[config.mk]
export PLATFORM = sky130hd
export DESIGN_NAME = vga_power_down_sequencer
export DESIGN_NICKNAME = d
export VERILOG_FILES = /design/src/rtl/vga_pd_pkg.sv /design/src/rtl/clock_gate_divider.sv /design/src/rtl/line_refresh_timer.sv /design/src/rtl/vga_power_down_sequencer.sv
export SDC_FILE = /design/constraint.sdc
export NUM_CORES = 1
export LEC_CHECK = 0
export BUFFER_PORTS_ARGS = -buffer_cell sky130_fd_sc_hd__buf_2
export CAP_MARGIN = 0
export CORE_MARGIN = 3
export CORE_UTILIZATION = 34
export CTS_CLUSTER_DIAMETER = 100
export DETAILED_ROUTE_END_ITERATION = 7
export SETUP_SLACK_MARGIN = 0.05
export SLEW_MARGIN = 30
export SYNTH_ARGS = -nofsm -noshare
export SYNTH_HDL_FRONTEND = slang
export SYNTH_SLANG_ARGS = --single-unit
[constraint.sdc]
create_clock -name clk -period 2.5 [get_ports clk]
set_input_delay 0.125 -clock clk [delete_from_list [all_inputs] [get_ports clk]]
set_output_delay 0.125 -clock clk [all_outputs]
set_load 0.01 [all_outputs]
[src/rtl/vga_pd_pkg.sv]
`default_nettype none
package vga_pd_pkg;

   typedef enum logic [2:0] {
      ST_NORMAL,
      ST_SLEEP_ENTER,
      ST_SLEEP_OFF,
      ST_SLEEP_EXIT,
      ST_IDLE,
      ST_GPD_EXT,
      ST_GPD_INT
   } pd_state_e;

   // register port
   localparam int ADDR_W = 4;
   localparam int DATA_W = 8;
   localparam logic [3:0] ADDR_CFG_SLEEP = 4'h0;
   localparam logic [3:0] ADDR_CFG_GPD   = 4'h1;
   localparam logic [3:0] ADDR_CFG_RPL   = 4'h2;
   localparam logic [3:0] ADDR_STATUS    = 4'h3;

   // field positions
   localparam int SLEEP_SEL_BIT  = 7;
   localparam int INT_DIV_BIT    = 6;
   localparam int GPD_SEL_BIT    = 7;
   localparam int PD_COUNT_LSB   = 0;
   localparam int PD_COUNT_W     = 7;
   localparam int RPL_LSB        = 0;
   localparam int RPL_W          = 2;
   localparam int STAT_STATE_LSB = 0;
   localparam int STAT_CLKOFF    = 3;
   localparam int STAT_REQ_N     = 4;

   // reset values
   localparam logic       SLEEP_SEL_RST = 1'b0;
   localparam logic       INT_DIV_RST   = 1'b0;
   localparam logic       GPD_SEL_RST   = 1'b0;
   localparam logic [6:0] PD_COUNT_RST  = 7'h00;
   localparam logic [1:0] RPL_RST       = 2'h0;

   // timing counts
   localparam int WAIT_LINES     = 4;
   localparam int WAIT_REFRESHES = 3;
   localparam int CLK_DIV        = 8;
   localparam int CHAR_CLOCKS    = 8;
   localparam logic [7:0] PD_COUNT_BIAS    = 8'h05;
   localparam logic [1:0] RPL_TWO_PER_LINE = 2'h3;

endpackage
`default_nettype wire

[src/rtl/clock_gate_divider.sv]
`timescale 1ns/10ps
`default_nettype none
module clock_gate_divider
   import vga_pd_pkg::*;
#(
   parameter int DIV = CLK_DIV
) (
   input  wire logic clk,
   input  wire logic arst_n,
   input  wire logic ce,
   input  wire logic run,
   input  wire logic divide,
   output logic      video_clock_in_en,
   output logic      mclk_en
);

   localparam int CW = $clog2(DIV);

   typedef struct packed {
      logic [CW-1:0] cnt;
      logic          ven;
      logic          men;
   } div_s;

   div_s r_reg;
   div_s r_next;

   always_comb begin
      r_next = r_reg;
      if (ce) begin
         if (!run) begin
            r_next.cnt = '0;
            r_next.ven = 1'b0;
            r_next.men = 1'b0;
         end else if (divide) begin
            r_next.cnt = (r_reg.cnt == CW'(DIV - 1)) ? '0 : r_reg.cnt + 1'b1;
            r_next.ven = (r_reg.cnt == CW'(DIV - 1));
            r_next.men = (r_reg.cnt == CW'(DIV - 1));
         end else begin
            r_next.cnt = '0;
            r_next.ven = 1'b1;
            r_next.men = 1'b1;
         end
      end
   end

   always_ff @(posedge clk or negedge arst_n) begin
      if (!arst_n) begin
         r_reg <= '0;
      end else begin
         r_reg <= r_next;
      end
   end

   assign video_clock_in_en = r_reg.ven;
   assign mclk_en = r_reg.men;

endmodule
`default_nettype wire

[src/rtl/line_refresh_timer.sv]
`timescale 1ns/10ps
`default_nettype none
module line_refresh_timer
   import vga_pd_pkg::*;
#(
   parameter int LINES     = WAIT_LINES,
   parameter int REFRESHES = WAIT_REFRESHES
) (
   input  wire logic clk,
   input  wire logic arst_n,
   input  wire logic ce,
   input  wire logic start,
   input  wire logic line_tick,
   input  wire logic refresh_tick,
   output logic      done
);

   localparam int CW = 4;

   typedef struct packed {
      logic [CW-1:0] lines;
      logic [CW-1:0] refs;
      logic          done;
   } tmr_s;

   tmr_s r_reg;
   tmr_s r_next;

   always_comb begin
      r_next = r_reg;
      if (ce) begin
         if (start) begin
            r_next = '0;
         end else if (!r_reg.done) begin
            // lines first, then refresh requests
            if (r_reg.lines != CW'(LINES)) begin
               if (line_tick) r_next.lines = r_reg.lines + 1'b1;
            end else if (r_reg.refs != CW'(REFRESHES)) begin
               if (refresh_tick) r_next.refs = r_reg.refs + 1'b1;
            end else begin
               r_next.done = 1'b1;
            end
         end
      end
   end

   always_ff @(posedge clk or negedge arst_n) begin
      if (!arst_n) begin
         r_reg <= '0;
      end else begin
         r_reg <= r_next;
      end
   end

   assign done = r_reg.done;

endmodule
`default_nettype wire

[src/rtl/vga_power_down_sequencer.sv]
// Strobed register access and the register addresses were left to the implementer.
`timescale 1ns/10ps
`default_nettype none
module vga_power_down_sequencer
   import vga_pd_pkg::*;
(
   input  wire logic              clk,
   input  wire logic              arst_n,
   input  wire logic              ce,
   input  wire logic              power_down_request_n,
   input  wire logic              line_tick,
   input  wire logic              refresh_request,
   input  wire logic [ADDR_W-1:0] reg_addr,
   input  wire logic [DATA_W-1:0] reg_wdata,
   input  wire logic              reg_wr,
   input  wire logic              reg_rd,
   output logic       [DATA_W-1:0] reg_rdata,
   output logic                    io_access_allow,
   output logic                    mem_access_allow,
   output logic                    display_on,
   output logic                    dac_power_on,
   output logic                    screen_fetch_on,
   output logic                    dram_drive_high,
   output logic                    cbr_refresh_cycle,
   output logic                    ras_refresh_cycle,
   output logic                    video_clock_in_en,
   output logic                    mclk_en
);

   typedef struct packed {
      pd_state_e                 st;
      logic                      sleep_sel;
      logic                      int_div;
      logic                      gpd_sel;
      logic [PD_COUNT_W-1:0]     pd_count;
      logic [RPL_W-1:0]          rpl;
      logic                      start;
      logic [1:0]                pend;
      logic [2:0]                presc;
      logic [7:0]                chars;
      logic [DATA_W-1:0]         rdata;
      logic                      io;
      logic                      mem;
      logic                      disp;
      logic                      dac;
      logic                      fetch;
      logic                      dram_high;
      logic                      cbr;
      logic                      ras;
   } seq_s;

   seq_s r_reg;
   seq_s r_next;

   logic       timer_done;
   logic       clk_run;
   logic       clk_div;
   logic [1:0] rpl_count;
   logic       cur_sleep;
   logic       nxt_sleep;
   logic       nxt_gpd;
   logic       refresh_load;

   always_comb begin
      r_next       = r_reg;
      rpl_count    = (r_reg.rpl == RPL_TWO_PER_LINE) ? 2'h2 : 2'h1;
      cur_sleep    = (r_reg.st == ST_SLEEP_ENTER) ||
                     (r_reg.st == ST_SLEEP_OFF) ||
                     (r_reg.st == ST_SLEEP_EXIT);
      nxt_sleep    = 1'b0;
      nxt_gpd      = 1'b0;
      refresh_load = 1'b0;
      if (ce) begin
         r_next.start = 1'b0;
         r_next.rdata = '0;
         r_next.cbr   = 1'b0;
         r_next.ras   = 1'b0;
         // register port
         if (reg_wr) begin
            case (reg_addr)
               ADDR_CFG_SLEEP: begin
                  r_next.sleep_sel = reg_wdata[SLEEP_SEL_BIT];
                  r_next.int_div   = reg_wdata[INT_DIV_BIT];
               end
               ADDR_CFG_GPD: begin
                  r_next.gpd_sel  = reg_wdata[GPD_SEL_BIT];
                  r_next.pd_count =
                     reg_wdata[PD_COUNT_LSB +: PD_COUNT_W];
               end
               ADDR_CFG_RPL: begin
                  r_next.rpl = reg_wdata[RPL_LSB +: RPL_W];
               end
               default: begin
               end
            endcase
         end
         if (reg_rd) begin
            case (reg_addr)
               ADDR_CFG_SLEEP: begin
                  r_next.rdata[SLEEP_SEL_BIT] = r_reg.sleep_sel;
                  r_next.rdata[INT_DIV_BIT]   = r_reg.int_div;
               end
               ADDR_CFG_GPD: begin
                  r_next.rdata[GPD_SEL_BIT] = r_reg.gpd_sel;
                  r_next.rdata[PD_COUNT_LSB +: PD_COUNT_W] = r_reg.pd_count;
               end
               ADDR_CFG_RPL: begin
                  r_next.rdata[RPL_LSB +: RPL_W] = r_reg.rpl;
               end
               ADDR_STATUS: begin
                  r_next.rdata[STAT_STATE_LSB +: 3] = r_reg.st;
                  r_next.rdata[STAT_CLKOFF] = (r_reg.st == ST_SLEEP_OFF);
                  r_next.rdata[STAT_REQ_N]  = power_down_request_n;
               end
               default: begin
                  r_next.rdata = '0;
               end
            endcase
         end
         // mode sequencing
         case (r_reg.st)
            ST_NORMAL: begin
               if (!power_down_request_n) begin
                  if (r_reg.sleep_sel) begin
                     r_next.st    = ST_SLEEP_ENTER;
                     r_next.start = 1'b1;
                  end else if (r_reg.gpd_sel) begin
                     r_next.st = r_reg.int_div ? ST_GPD_INT
                                               : ST_GPD_EXT;
                  end else begin
                     r_next.st = ST_IDLE;
                  end
               end
            end
            ST_SLEEP_ENTER: begin
               if (!r_reg.start && timer_done) begin
                  r_next.st = ST_SLEEP_OFF;
               end
            end
            ST_SLEEP_OFF: begin
               if (power_down_request_n) begin
                  r_next.st    = ST_SLEEP_EXIT;
                  r_next.start = 1'b1;
               end
            end
            ST_SLEEP_EXIT: begin
               if (!r_reg.start && timer_done) begin
                  r_next.st = ST_NORMAL;
               end
            end
            ST_IDLE, ST_GPD_EXT, ST_GPD_INT: begin
               if (power_down_request_n) begin
                  r_next.st = ST_NORMAL;
               end
            end
            default: begin
               r_next.st = ST_NORMAL;
            end
         endcase
         nxt_sleep = (r_next.st == ST_SLEEP_ENTER) ||
                     (r_next.st == ST_SLEEP_OFF) ||
                     (r_next.st == ST_SLEEP_EXIT);
         nxt_gpd   = (r_next.st == ST_GPD_EXT) || (r_next.st == ST_GPD_INT);
         // host access and display outputs
         r_next.io        = !nxt_sleep;
         r_next.mem       = (r_next.st == ST_NORMAL) || nxt_gpd;
         r_next.disp      = (r_next.st == ST_NORMAL);
         r_next.dac       = (r_next.st == ST_NORMAL);
         r_next.fetch     = (r_next.st == ST_NORMAL) || nxt_gpd;
         r_next.dram_high = nxt_sleep;
         // CAS-before-RAS from refresh request
         if ((cur_sleep || r_reg.st == ST_IDLE) && refresh_request) begin
            r_next.cbr = 1'b1;
         end
         // RAS-only refresh timing
         if (r_reg.st == ST_NORMAL) begin
            refresh_load  = line_tick;
            r_next.presc  = '0;
            r_next.chars  = '0;
         end else if (r_reg.st == ST_GPD_EXT || r_reg.st == ST_GPD_INT) begin
            if (video_clock_in_en) begin
               r_next.presc = r_reg.presc + 1'b1;
               if (r_reg.presc == 3'(CHAR_CLOCKS - 1)) begin
                  // period is count plus bias characters
                  if (r_reg.chars + 8'h01 ==
                      {1'b0, r_reg.pd_count} + PD_COUNT_BIAS) begin
                     r_next.chars = '0;
                     refresh_load = 1'b1;
                  end else begin
                     r_next.chars = r_reg.chars + 1'b1;
                  end
               end
            end
         end else begin
            r_next.presc = '0;
            r_next.chars = '0;
         end
         if (cur_sleep || r_reg.st == ST_IDLE) begin
            r_next.pend = '0;
         end else if (refresh_load) begin
            r_next.pend = rpl_count;
         end else if (r_reg.pend != 2'h0) begin
            // no RAS-only cycle once a CBR mode is taken
            r_next.ras  = (r_next.st == ST_NORMAL) || nxt_gpd;
            r_next.pend = r_reg.pend - 1'b1;
         end
      end
   end

   assign clk_run = (r_next.st != ST_SLEEP_OFF);
   assign clk_div = (r_next.st == ST_IDLE) ||
                    (r_next.st == ST_GPD_INT);

   always_ff @(posedge clk or negedge arst_n) begin
      if (!arst_n) begin
         r_reg           <= '0;
         r_reg.st        <= ST_NORMAL;
         r_reg.sleep_sel <= SLEEP_SEL_RST;
         r_reg.int_div   <= INT_DIV_RST;
         r_reg.gpd_sel   <= GPD_SEL_RST;
         r_reg.pd_count  <= PD_COUNT_RST;
         r_reg.rpl       <= RPL_RST;
         r_reg.io        <= 1'b1;
         r_reg.mem       <= 1'b1;
         r_reg.disp      <= 1'b1;
         r_reg.dac       <= 1'b1;
         r_reg.fetch     <= 1'b1;
      end else begin
         r_reg <= r_next;
      end
   end

   line_refresh_timer u_timer (
      .clk          (clk),
      .arst_n       (arst_n),
      .ce           (ce),
      .start        (r_reg.start),
      .line_tick    (line_tick),
      .refresh_tick (refresh_request),
      .done         (timer_done)
   );

   clock_gate_divider u_clk (
      .clk     (clk),
      .arst_n  (arst_n),
      .ce      (ce),
      .run     (clk_run),
      .divide  (clk_div),
      .video_clock_in_en (video_clock_in_en),
      .mclk_en (mclk_en)
   );

   assign reg_rdata         = r_reg.rdata;
   assign io_access_allow   = r_reg.io;
   assign mem_access_allow  = r_reg.mem;
   assign display_on        = r_reg.disp;
   assign dac_power_on      = r_reg.dac;
   assign screen_fetch_on   = r_reg.fetch;
   assign dram_drive_high   = r_reg.dram_high;
   assign cbr_refresh_cycle = r_reg.cbr;
   assign ras_refresh_cycle = r_reg.ras;

   // checks
   property p_sleep_enter;
      @(posedge clk) disable iff (!arst_n)
      (ce && r_reg.st == ST_NORMAL && !power_down_request_n &&
       r_reg.sleep_sel) |=> (r_reg.st == ST_SLEEP_ENTER);
   endproperty
   a_sleep_enter: assert property (p_sleep_enter)
      else $error("sleep not entered");

   property p_sleep_block;
      @(posedge clk) disable iff (!arst_n)
      (ce && r_reg.st == ST_NORMAL && !power_down_request_n &&
       r_reg.sleep_sel) |=> (!io_access_allow && !mem_access_allow);
   endproperty
   a_sleep_block: assert property (p_sleep_block)
      else $error("host access not refused in sleep");

   property p_clock_stop;
      @(posedge clk) disable iff (!arst_n)
      (r_reg.st == ST_SLEEP_OFF) |-> (!video_clock_in_en && !mclk_en && timer_done);
   endproperty
   a_clock_stop: assert property (p_clock_stop)
      else $error("clocks running in sleep");

   property p_cbr;
      @(posedge clk) disable iff (!arst_n)
      (ce && cur_sleep && refresh_request) |=> cbr_refresh_cycle;
   endproperty
   a_cbr: assert property (p_cbr)
      else $error("refresh request gave no CBR cycle");

   property p_sleep_outputs;
      @(posedge clk) disable iff (!arst_n)
      cur_sleep |-> (dram_drive_high && !display_on && !dac_power_on &&
                     !ras_refresh_cycle);
   endproperty
   a_sleep_outputs: assert property (p_sleep_outputs)
      else $error("sleep outputs wrong");

   property p_idle_div;
      @(posedge clk) disable iff (!arst_n)
      (ce && r_reg.st == ST_IDLE && !power_down_request_n && video_clock_in_en)
      |=> !video_clock_in_en;
   endproperty
   a_idle_div: assert property (p_idle_div)
      else $error("idle clock not divided");

   property p_idle_access;
      @(posedge clk) disable iff (!arst_n)
      (r_reg.st == ST_IDLE) |-> (io_access_allow && !mem_access_allow &&
                                 !screen_fetch_on && !dac_power_on);
   endproperty
   a_idle_access: assert property (p_idle_access)
      else $error("idle access wrong");

   property p_idle_exit;
      @(posedge clk) disable iff (!arst_n)
      (ce && r_reg.st == ST_IDLE && power_down_request_n)
      |=> (r_reg.st == ST_NORMAL && display_on);
   endproperty
   a_idle_exit: assert property (p_idle_exit)
      else $error("idle exit not immediate");

   property p_gpd_access;
      @(posedge clk) disable iff (!arst_n)
      (r_reg.st == ST_GPD_EXT || r_reg.st == ST_GPD_INT)
      |-> (io_access_allow && mem_access_allow && !display_on &&
           !dac_power_on);
   endproperty
   a_gpd_access: assert property (p_gpd_access)
      else $error("general power-down outputs wrong");

   property p_idle_select;
      @(posedge clk) disable iff (!arst_n)
      (ce && r_reg.st == ST_NORMAL && !power_down_request_n &&
       !r_reg.sleep_sel && !r_reg.gpd_sel) |=> (r_reg.st == ST_IDLE);
   endproperty
   a_idle_select: assert property (p_idle_select)
      else $error("idle not entered");

   property p_sleep_exit;
      @(posedge clk) disable iff (!arst_n)
      (ce && r_reg.st == ST_SLEEP_EXIT && !r_reg.start && timer_done)
      |=> (r_reg.st == ST_NORMAL && display_on);
   endproperty
   a_sleep_exit: assert property (p_sleep_exit)
      else $error("sleep exit wrong");

   c_sleep_off: cover property (@(posedge clk) r_reg.st == ST_SLEEP_OFF);
   c_idle: cover property (@(posedge clk) r_reg.st == ST_IDLE);
   c_gpd_int: cover property (@(posedge clk)
      r_reg.st == ST_GPD_INT && ras_refresh_cycle);
   c_sleep_back: cover property (@(posedge clk)
      r_reg.st == ST_SLEEP_EXIT ##1 r_reg.st == ST_NORMAL);

endmodule
`default_nettype wire

# [After elaboration in Yosys (flattened, before gate mapping)]
# Cells that the tools add are included.
[totals] ff_bits=57 output_inout_bits=18
[classes] addsub=7 n_eq_ne=27 mux=54 n_reduce_logical=31
[ops] cell="45-bit two-way mux" count=1
[ops] cell="11-bit two-way mux" count=3
[ops] cell="8-bit two-way mux" count=4
[ops] cell="3-bit equality test, second input constant" count=9
[ops] cell="3-bit two-way mux" count=8
[ops] cell="9-bit two-way mux" count=2
[ops] cell="2-bit two-way mux" count=8
[ops] cell="4-bit two-way mux" count=4
[ops] cell="1-bit two-way mux" count=15
[ops] cell="5-bit two-way mux" count=3
[ops] cell="3-bit one-hot mux with 5 select lines" count=1
[ops] cell="3-bit by 2-bit equality test with 1-bit output, second input constant" count=4
[ops] cell="12-bit two-way mux" count=1
[ops] cell="3-bit AND reduction" count=4
[ops] cell="2-bit nonzero test" count=5
[ops] cell="1-bit logical OR" count=9
[ops] cell="3-bit by 2-bit inequality test with 1-bit output, second input constant" count=3
[ops] cell="4-bit by 1-bit adder with 4-bit output, second input constant" count=2
[ops] cell="7-bit by 3-bit adder with 8-bit output, second input constant" count=1
[ops] cell="8-bit by 1-bit adder with 8-bit output, second input constant" count=1
[ops] cell="4-bit by 2-bit equality test with 1-bit output, second input constant" count=2
[ops] cell="8-bit equality test" count=1
[ops] cell="3-bit by 1-bit adder with 3-bit output, second input constant" count=2
[ops] cell="3-bit by 1-bit equality test with 1-bit output, second input constant" count=2
[ops] cell="19 further kinds" count=24

# [Longest topological paths before layout]
# Gate-level depths: netlist of the first run.
[depth] word_depth=17 mapped_depth=9 mapped_depth_nobuf=8

# [Hierarchy]
# From an unflattened synthesis of the first run, not the netlist that was laid out.
[hier_totals] cells_unflattened=345 area_unflattened_um2=3303.2
[by_module_without_submodules] module="vga_power_down_sequencer" instances=1 cells_each=266 area_each_um2=2557.5 seq_area_each_um2=1079.8
[by_module_without_submodules] module="line_refresh_timer" instances=1 cells_each=59 area_each_um2=539.3 seq_area_each_um2=225.2
[by_module_without_submodules] module="clock_gate_divider" instances=1 cells_each=20 area_each_um2=206.4 seq_area_each_um2=100.1

# [Least setup slack after synthesis of the first run]
# No wires, ideal clock.
[synth_timing] path_kind="register to register" start="reg r_reg[16] (netlist bit)" end="reg r_reg[27] (netlist bit)" setup_time_ns=0.139 arrival_ns=1.908 required_ns=2.361 slack_ns=0.453 path_stages_with_launch=9 n_path_buf=0 synth_period_minus_slack_ns=2.047 cell_sequence="dfrtp_1 > ha_1 > nand3_1 > xor2_2 > xnor2_1 > nor4_4 > nand3_2 > o211ai_1 > o221ai_1"
[synth_between] elab_chain_len=10 word_cells_on_any_way=12 cone_classes="1 x add/sub; 1 x eq/ne; 8 x mux; 2 x reduce/logical"
[synth_lines] item="from (decl)" line_no="vga_power_down_sequencer.sv:52" text="seq_s r_reg;"
[synth_lines] item="from (signal assigned)" line_no="vga_power_down_sequencer.sv:229" text="r_reg <= r_next;"
[synth_lines] item="8-bit by 1-bit adder with 8-bit output (*)" line_no="vga_power_down_sequencer.sv:185" text="if (r_reg.chars + 8'h01 =="
[synth_lines] item="8-bit equality test (*)" line_no="vga_power_down_sequencer.sv:185"
[synth_lines] item="1-bit two-way mux (*)" line_no="vga_power_down_sequencer.sv:185"
[synth_lines] item="1-bit two-way mux (*)" line_no="vga_power_down_sequencer.sv:183" text="if (r_reg.presc == 3'(CHAR_CLOCKS - 1)) begin"
[synth_lines] item="1-bit two-way mux (*)" line_no="vga_power_down_sequencer.sv:181" text="if (video_clock_in_en) begin"
[synth_lines] item="1-bit two-way mux (*)" line_no="vga_power_down_sequencer.sv:180" text="end else if (r_reg.st == ST_GPD_EXT || r_reg.st == ST_GPD_INT) begin"
[synth_lines] item="1-bit two-way mux (*)" line_no="vga_power_down_sequencer.sv:176" text="if (r_reg.st == ST_NORMAL) begin"
[synth_lines] item="1-bit two-way mux (*)" line_no="vga_power_down_sequencer.sv:73" text="if (ce) begin"
[synth_lines] item="3-bit nonzero test (no source line) / 2-bit two-way mux (equally long branches)"
[synth_lines] item="2-bit AND reduction (no source line) / 2-bit two-way mux (equally long branches)"
# Mark *: on every way between the ends. The rest lies on a longest branch, timed or not. The select of a mux whose other input is x is not followed.
# A chain may end at the register's enable or synchronous reset.

# [Worst setup path in the final report of the first run]
# Same ends and word-level chain as after synthesis.

==> results.json, run 1 <==
{
  "outcome": "finished, final reports clean",
  "dpl_cell_area_mm2": 0.00347,
  "cp_top_family": "simple AND/OR/NAND/NOR gates",
  "irDropWorstVdd_mv": 0.209,
  "cap_violations": 0,
  "max_slew.worst_pin.slew_ns": 0.679,
  "crit_arrival_ns": 2.44,
  "ys_types": 57,
  "hpwl_um": 5010,
  "crit_slowest_cell": "dfrtp_1",
  "setup_viol": 0,
  "grt_start_max_net_pins": 30,
  "remaining_drc_errors": 0,
  "cts_buffers": 5,
  "fmax_mhz": 443,
  "die_y_um": 103,
  "wl_per_cell_um": 14.3,
  "finalCritPeriodShare_pct": 90.3,
  "ys.flop_type": "dfrtp_1",
  "gp_congestion": 0.793,
  "final_antenna_net_count": 0,
  "p_total_mw": 2.24,
  "clock-sinks": 56,
  "port_buffers": 37,
  "clk_pin_slew_ns": 0.10,
  "p_per_area_mw_per_mm2": 624,
  "dpl.cell_count": 465,
  "report.final.slew_viol_count": 0,
  "vias_per_cell": 4.97,
  "start_kind": "flip-flop",
  "netlist_area_mm2": 0.00322,
  "cts_tree": "built",
  "synthCells": 322,
  "holdWs_ns": 0.0413,
  "htree_num_levels": 2,
  "io-pin-count": 38,
  "required_ns": 2.68,
  "fin_worst_skew_ns": 0.0118,
  "drtIter0Drc": 65,
  "vias": 2354,
  "rows": 34,
  "path_class": "reg2reg",
  "n_antenna_cell": 0,
  "rsz0062_at_grt": "no",
  "dieArea_mm2": 0.0107,
  "worst_path_largest_cell_delay_ns": 0.47,
  "yosysWarnings": 0,
  "grt_usage_pct": 13.4,
  "worstSetupEndpointType": "flip-flop",
  "yosysSeqAreaShare_pct": 43.7,
  "layout.nets": 377,
  "fin_cells": 474,
  "final_cell_area_mm2": 0.00359,
  "cp_cell_sequence": "ha_2 > nand3_1 > xor2_2 > xnor2_1 > nor4_4 > nand3_2 > o211ai_1 > o221ai_1",
  "largest_register_ffs": 29,
  "synth_edf_count": 0,
  "drive_above_1_share_pct": 24.1,
  "fin_crit_ns": 2.26,
  "areaGrowthSynthToFinish_pct": 11.5,
  "core_area_mm2": 0.00898,
  "async_flop_share_pct": 100,
  "avgSynthCellArea_um2": 9.99,
  "syn-num-nets": 352,
  "maxSlewHeadroom_pct": 54.7,
  "gr-total-overflow": 0,
  "cts-root-buf": "clkbuf_8",
  "setup_total_negative_slack_ns": 0,
  "grt_pass1_wl_um": 11400,
  "path_buf_inv": 0,
  "initial_core_util_pct": 35.9,
  "crit_fanout": 7,
  "power.leakage_nw": 1.66,
  "routed_wl_um": 6770,
  "die_w_um": 103,
  "clk_latency_ns": 0.31,
  "first_global_vias": 2330,
  "drtPass1Iterations": 4,
  "hp-class": "in2reg",
  "cts.path.max_buffers": 2,
  "antenna_found_initial": 0,
  "ys_seq_elements": 56,
  "hold_violations": 0
}
synth_stat cells (2+ instances only):
| library cell | instances | share of area (%) |
|---|---|---|
| mux2i_1 | 8 | 2.5 |
| buf_4 | 11 | 2.6 |
| nand4b_1 | 3 | 0.82 |
| nor3b_1 | 3 | 0.70 |
| a31oi_1 | 2 | 0.39 |
| dfrtp_1 | 53 | 41 |
| a22o_1 | 3 | 0.82 |
| xor2_1 | 8 | 2.2 |
| or2_2 | 2 | 0.39 |
| o21ai_2 | 2 | 0.54 |
| and3_1 | 5 | 0.97 |
| xnor2_2 | 2 | 1.0 |
| inv_1 | 28 | 3.3 |
| a21oi_1 | 7 | 1.1 |
| nand2_1 | 27 | 3.1 |
| a22oi_1 | 2 | 0.47 |
| clkbuf_1 | 10 | 1.2 |
| ha_1 | 10 | 3.9 |
| nand3_2 | 2 | 0.62 |
| nand4_1 | 4 | 0.78 |
| o21ai_0 | 13 | 2.0 |
| o22ai_1 | 11 | 2.1 |
| buf_2 | 2 | 0.31 |
| o211ai_1 | 2 | 0.47 |
| nand2b_1 | 3 | 0.58 |
| dfstp_2 | 3 | 2.4 |
| xnor2_1 | 11 | 3.0 |
| nor2b_1 | 5 | 0.97 |
| xnor3_1 | 2 | 1.4 |
| nand3_1 | 13 | 2.0 |
| nor2_1 | 22 | 2.6 |
| nor3_1 | 2 | 0.31 |
| mux2_2 | 17 | 5.9 |
per-layer routing:
layer	GRT usage [%]	wire, um
met5	0	0
met4	2.39	50
met3	2.35	227
met2	21.6	3030
met1	19.1	3460
report_power, final:
group / leakage (nW) / switching (mW) / total (mW) / internal [mW]
combinational: 0.875 / 0.243 / 0.484 / 0.241
sequential: 0.727 / 0.138 / 1.15 / 1.01
clock: 0.0541 / 0.307 / 0.604 / 0.297
total: 1.66 / 0.688 / 2.24 / 1.55
cells in the final DEF (no fill, tap or decap), types with 2 or more instances in the layout:
cell type and instances:
o211ai_1 2, o21ai_2 2, inv_1 28, nor3_1 2, xnor2_2 2, a31oi_1 2, buf_4 2, a21oi_1 7
or2_2 2, ha_1 9, mux2i_1 8, nand3_2 2, nor2_1 22, nor3b_1 3, mux2_2 17, xor2_1 8
buf_2 37, nor2b_1 5, nand3_1 13, xnor2_1 11, o21ai_0 13, a22oi_1 2, nand4_1 4, nand2_1 27
dfstp_2 3, nand4b_1 3, o22ai_1 11, and3_1 5, dfrtp_1 53, a22o_1 3, clkbuf_8 5, nand2b_1 3
xnor3_1 2
kinds of logic (layout without fill, tap and decap cells):
family / count (synthesis) / count (layout) / synth area share, %
compound gates: 56 / 56 / 12.0
flops: 56 / 56 / 43.7
xor+xnor: 24 / 24 / 8.09
simple gates: 100 / 100 / 16.6
buf+inv: 51 / 77 / 7.31
mux: 25 / 25 / 8.44
fa+ha+maj: 10 / 10 / 3.89
path summary, 6_finish.rpt:
path                                                     to  slack [ns]  depth (start not counted)                startpoint
worst max-delay path                  r_reg[27]$_DFFE_PN0P_        0.24                          8     r_reg[16]$_DFFE_PN0P_
worst min-delay path                  r_reg[37]$_DFFE_PN0P_        0.04                          2              reg_wdata[5]
worst max register to register        r_reg[27]$_DFFE_PN0P_        0.24                          8     r_reg[16]$_DFFE_PN0P_
worst min register to register     dac_power_on$_DFFE_PN1P_        0.50                          2  dac_power_on$_DFFE_PN1P_
max in group asynchronous       screen_fetch_on$_DFFE_PN1P_        1.46                          3                    arst_n
min in group asynchronous          reg_rdata[5]$_DFFE_PN0P_        0.39                          2                    arst_n
layout make-up:
cell class | instances | area (um^2)
Fill cell | 900 | 5390
Multi-Input combinational cell | 215 | 1580
Inverter | 28 | 105
Sequential cell | 56 | 1410
Tap cell | 126 | 158
Clock inverter | 3 | 42.5
Timing Repair Buffer | 41 | 230
Clock buffer | 5 | 68.8
stage by stage:
stage	setup slack [ns]	utilization, %
after global placement	0.293	38.6
final	0.242	40.0
after floorplan	0.453	-
after global routing	0.106	40.0
after CTS	0.203	40.0
after detailed placement	0.237	38.6
repair_timing:
action | 4_1_cts | 5_1_grt
setup buffers | 0 | 0
endpoints found under the hold margin | 27 | 0
resized for setup | 0 | 1
hold buffers | 1 | 0
endpoints found under the setup margin | 0 | 1
No activity file was read; power rests on OpenSTA's default activity.
==> run 2, diff against run 1 <==
--- a/config.mk
+++ b/config.mk
@@ -7,6 +7,7 @@
 export LEC_CHECK = 0
 export BUFFER_PORTS_ARGS = -buffer_cell sky130_fd_sc_hd__buf_2
 export CAP_MARGIN = 0
+export CORE_ASPECT_RATIO = 1.25
 export CORE_MARGIN = 3
 export CORE_UTILIZATION = 34
 export CTS_CLUSTER_DIAMETER = 100
==> results.json, run 2 (synthesis results as in run 1) <==
{
  "drive_above_1_share_pct": 24.4,
  "clk_latency_ns": 0.29,
  "cts-root-buf": "clkbuf_16",
  "rr_startpoint": "r_reg[16]$_DFFE_PN0P_",
  "hpwl_um": 5080,
  "power.internal_mw": 1.73,
  "power_frac_comb_pct": 20.4,
  "hp-class": "in2reg",
  "power.leakage_nw": 1.68,
  "drtPass1Iterations": 6,
  "areaGrowthSynthToFinish_pct": 13.0,
  "dpl.cell_count": 463,
  "die_w_um": 93.0,
  "report.final.slew_viol_count": 0,
  "holdCritStartpoint": "reg_wdata[4]",
  "hold_violations": 0,
  "cap_violations": 0,
  "clockPowerShare_pct": 32.8,
  "grt_pass1_wl_um": 11700,
  "min_to": "r_reg[36]$_DFFE_PN0P_",
  "wl_per_cell_um": 14.2,
  "setup_viol": 0,
  "post-route-util_pct": 39.6,
  "cts.path.max_buffers": 2,
  "max_slew.worst_pin.slew_ns": 0.493,
  "rows": 39,
  "outcome": "finished, final reports clean",
  "fin_worst_skew_ns": 0.00736,
  "final_antenna_net_count": 0,
  "maxSlewHeadroom_pct": 67.1,
  "antenna_found_initial": 0,
  "initial_core_util_pct": 35.1,
  "final_cell_mix": "dfrtp_1, buf_2, inv_1",
  "vias": 2370,
  "fin_cells": 472,
  "holdPathStages": 2,
  "p_per_area_mw_per_mm2": 672,
  "wl_met2_um": 3460,
  "port_buffers": 37,
  "crit_fanout": 7,
  "cts_setup_buffers": 0,
  "worstSetupEndpointType": "flip-flop",
  "routed_wl_um": 6710,
  "seqPwrFrac_pct": 46.8,
  "drtIter0Drc": 109,
  "met1_length_um": 2920,
  "r2r_end": "r_reg[27]$_DFFE_PN0P_",
  "largest_register_ffs": 29,
  "cts_tree": "built",
  "core_area_mm2": 0.00917,
  "remaining_drc_errors": 0,
  "grt_start_max_net_pins": 43,
  "finalCritPeriodShare_pct": 89.9,
  "cts_buffers": 5,
  "ff2ff_path_depth": 8,
  "vias_per_cell": 5.02,
  "clk_pin_slew_ns": 0.07,
  "clock-sinks": 56,
  "io-pin-count": 38,
  "htree_num_levels": 2,
  "n_antenna_cell": 0,
  "required_ns": 2.67,
  "fin_crit_ns": 2.25,
  "grt_usage_pct": 13.6,
  "reg2reg_slack_ns": 0.25,
  "mostFrequentLayoutCell": "dfrtp_1",
  "layout.nets": 378,
  "switchingPower_mw": 0.713,
  "dr_wl_met3_um": 168,
  "first_global_vias": 2411,
  "path_class": "reg2reg",
  "holdWs_ns": 0.0618,
  "die_y_um": 115,
  "top_layer": "met4",
  "dieArea_mm2": 0.0107,
  "start_kind": "flip-flop",
  "setup_total_negative_slack_ns": 0,
  "rsz0062_at_grt": "no",
  "crit_arrival_ns": 2.41,
  "irDropWorstVdd_mv": 0.264,
  "gr-total-overflow": 0,
  "gp_congestion": 0.841,
  "pre_cts_slack_ns": 0.227,
  "fmax_mhz": 445,
  "setup_ws_ns": 0.252,
  "switching_share_pct": 29.2
}
run 2: final cells by class:
type                            instances  area, um^2
Fill cell                             951        5540
Clock inverter                          3        42.5
Multi-Input combinational cell        215        1580
Inverter                               28         105
Clock buffer                            5         125
Sequential cell                        56        1410
Tap cell                              123         154
Timing Repair Buffer                   42         225
run 2: worst max-delay path, cell delays in order (launching register included):
cell	delay, ns
dfrtp_1	0.46
ha_2	0.28
nand3_1	0.14
xor2_2	0.18
xnor2_1	0.16
nor4_4	0.33
nand3_2	0.21
o211ai_1	0.22
o221ai_1	0.13
run 2: how the worst max path moves through the flow:
stage / end / startpoint / depth (start not counted) / slack, ns
4_1_cts: r_reg[27]$_DFFE_PN0P_ / r_reg[16]$_DFFE_PN0P_ / 8 / 0.22
5_1_grt: r_reg[27]$_DFFE_PN0P_ / r_reg[16]$_DFFE_PN0P_ / 8 / 0.08
3_5_place_dp: r_reg[27]$_DFFE_PN0P_ / r_reg[16]$_DFFE_PN0P_ / 8 / 0.23
3_3_place_gp: r_reg[27]$_DFFE_PN0P_ / r_reg[16]$_DFFE_PN0P_ / 8 / 0.33
6_report: r_reg[27]$_DFFE_PN0P_ / r_reg[16]$_DFFE_PN0P_ / 8 / 0.25
2_1_floorplan: r_reg[27]$_DFFE_PN0P_ / r_reg[16]$_DFFE_PN0P_ / 8 / 0.45
run 2: metal layers:
metal / up-vias / global-route usage (%)
met5: - / 0
met4: 0 / 5.38
met3: 14 / 1.96
met2: 34 / 23.0
met1: 1160 / 17.5
li1: 1162 / -
run 2: stage by stage:
| stage | instance area (um^2) | power [mW] |
|---|---|---|
| after floorplan | 3220 | 1.52 |
| after global placement | 3460 | 1.65 |
| after detailed placement | 3460 | 1.67 |
| after CTS | 3630 | 2.48 |
| after global routing | 3640 | 2.60 |
| final | 3640 | 2.44 |
run 2: power by group through the flow:
stage / sequential [mW] / clock [mW] / combinational (mW)
finish: 1.14 / 0.801 / 0.500
global route: 1.16 / 0.860 / 0.577
floorplan: 1.12 / 0 / 0.397
global placement: 1.16 / 0 / 0.492
detailed placement: 1.16 / 0 / 0.504
CTS: 1.15 / 0.826 / 0.508
run 2: timing repair:
item,CTS,global route
resized for setup,0,1
setup endpoints to repair,0,1
hold buffers,1,0
hold endpoints to repair,16,0
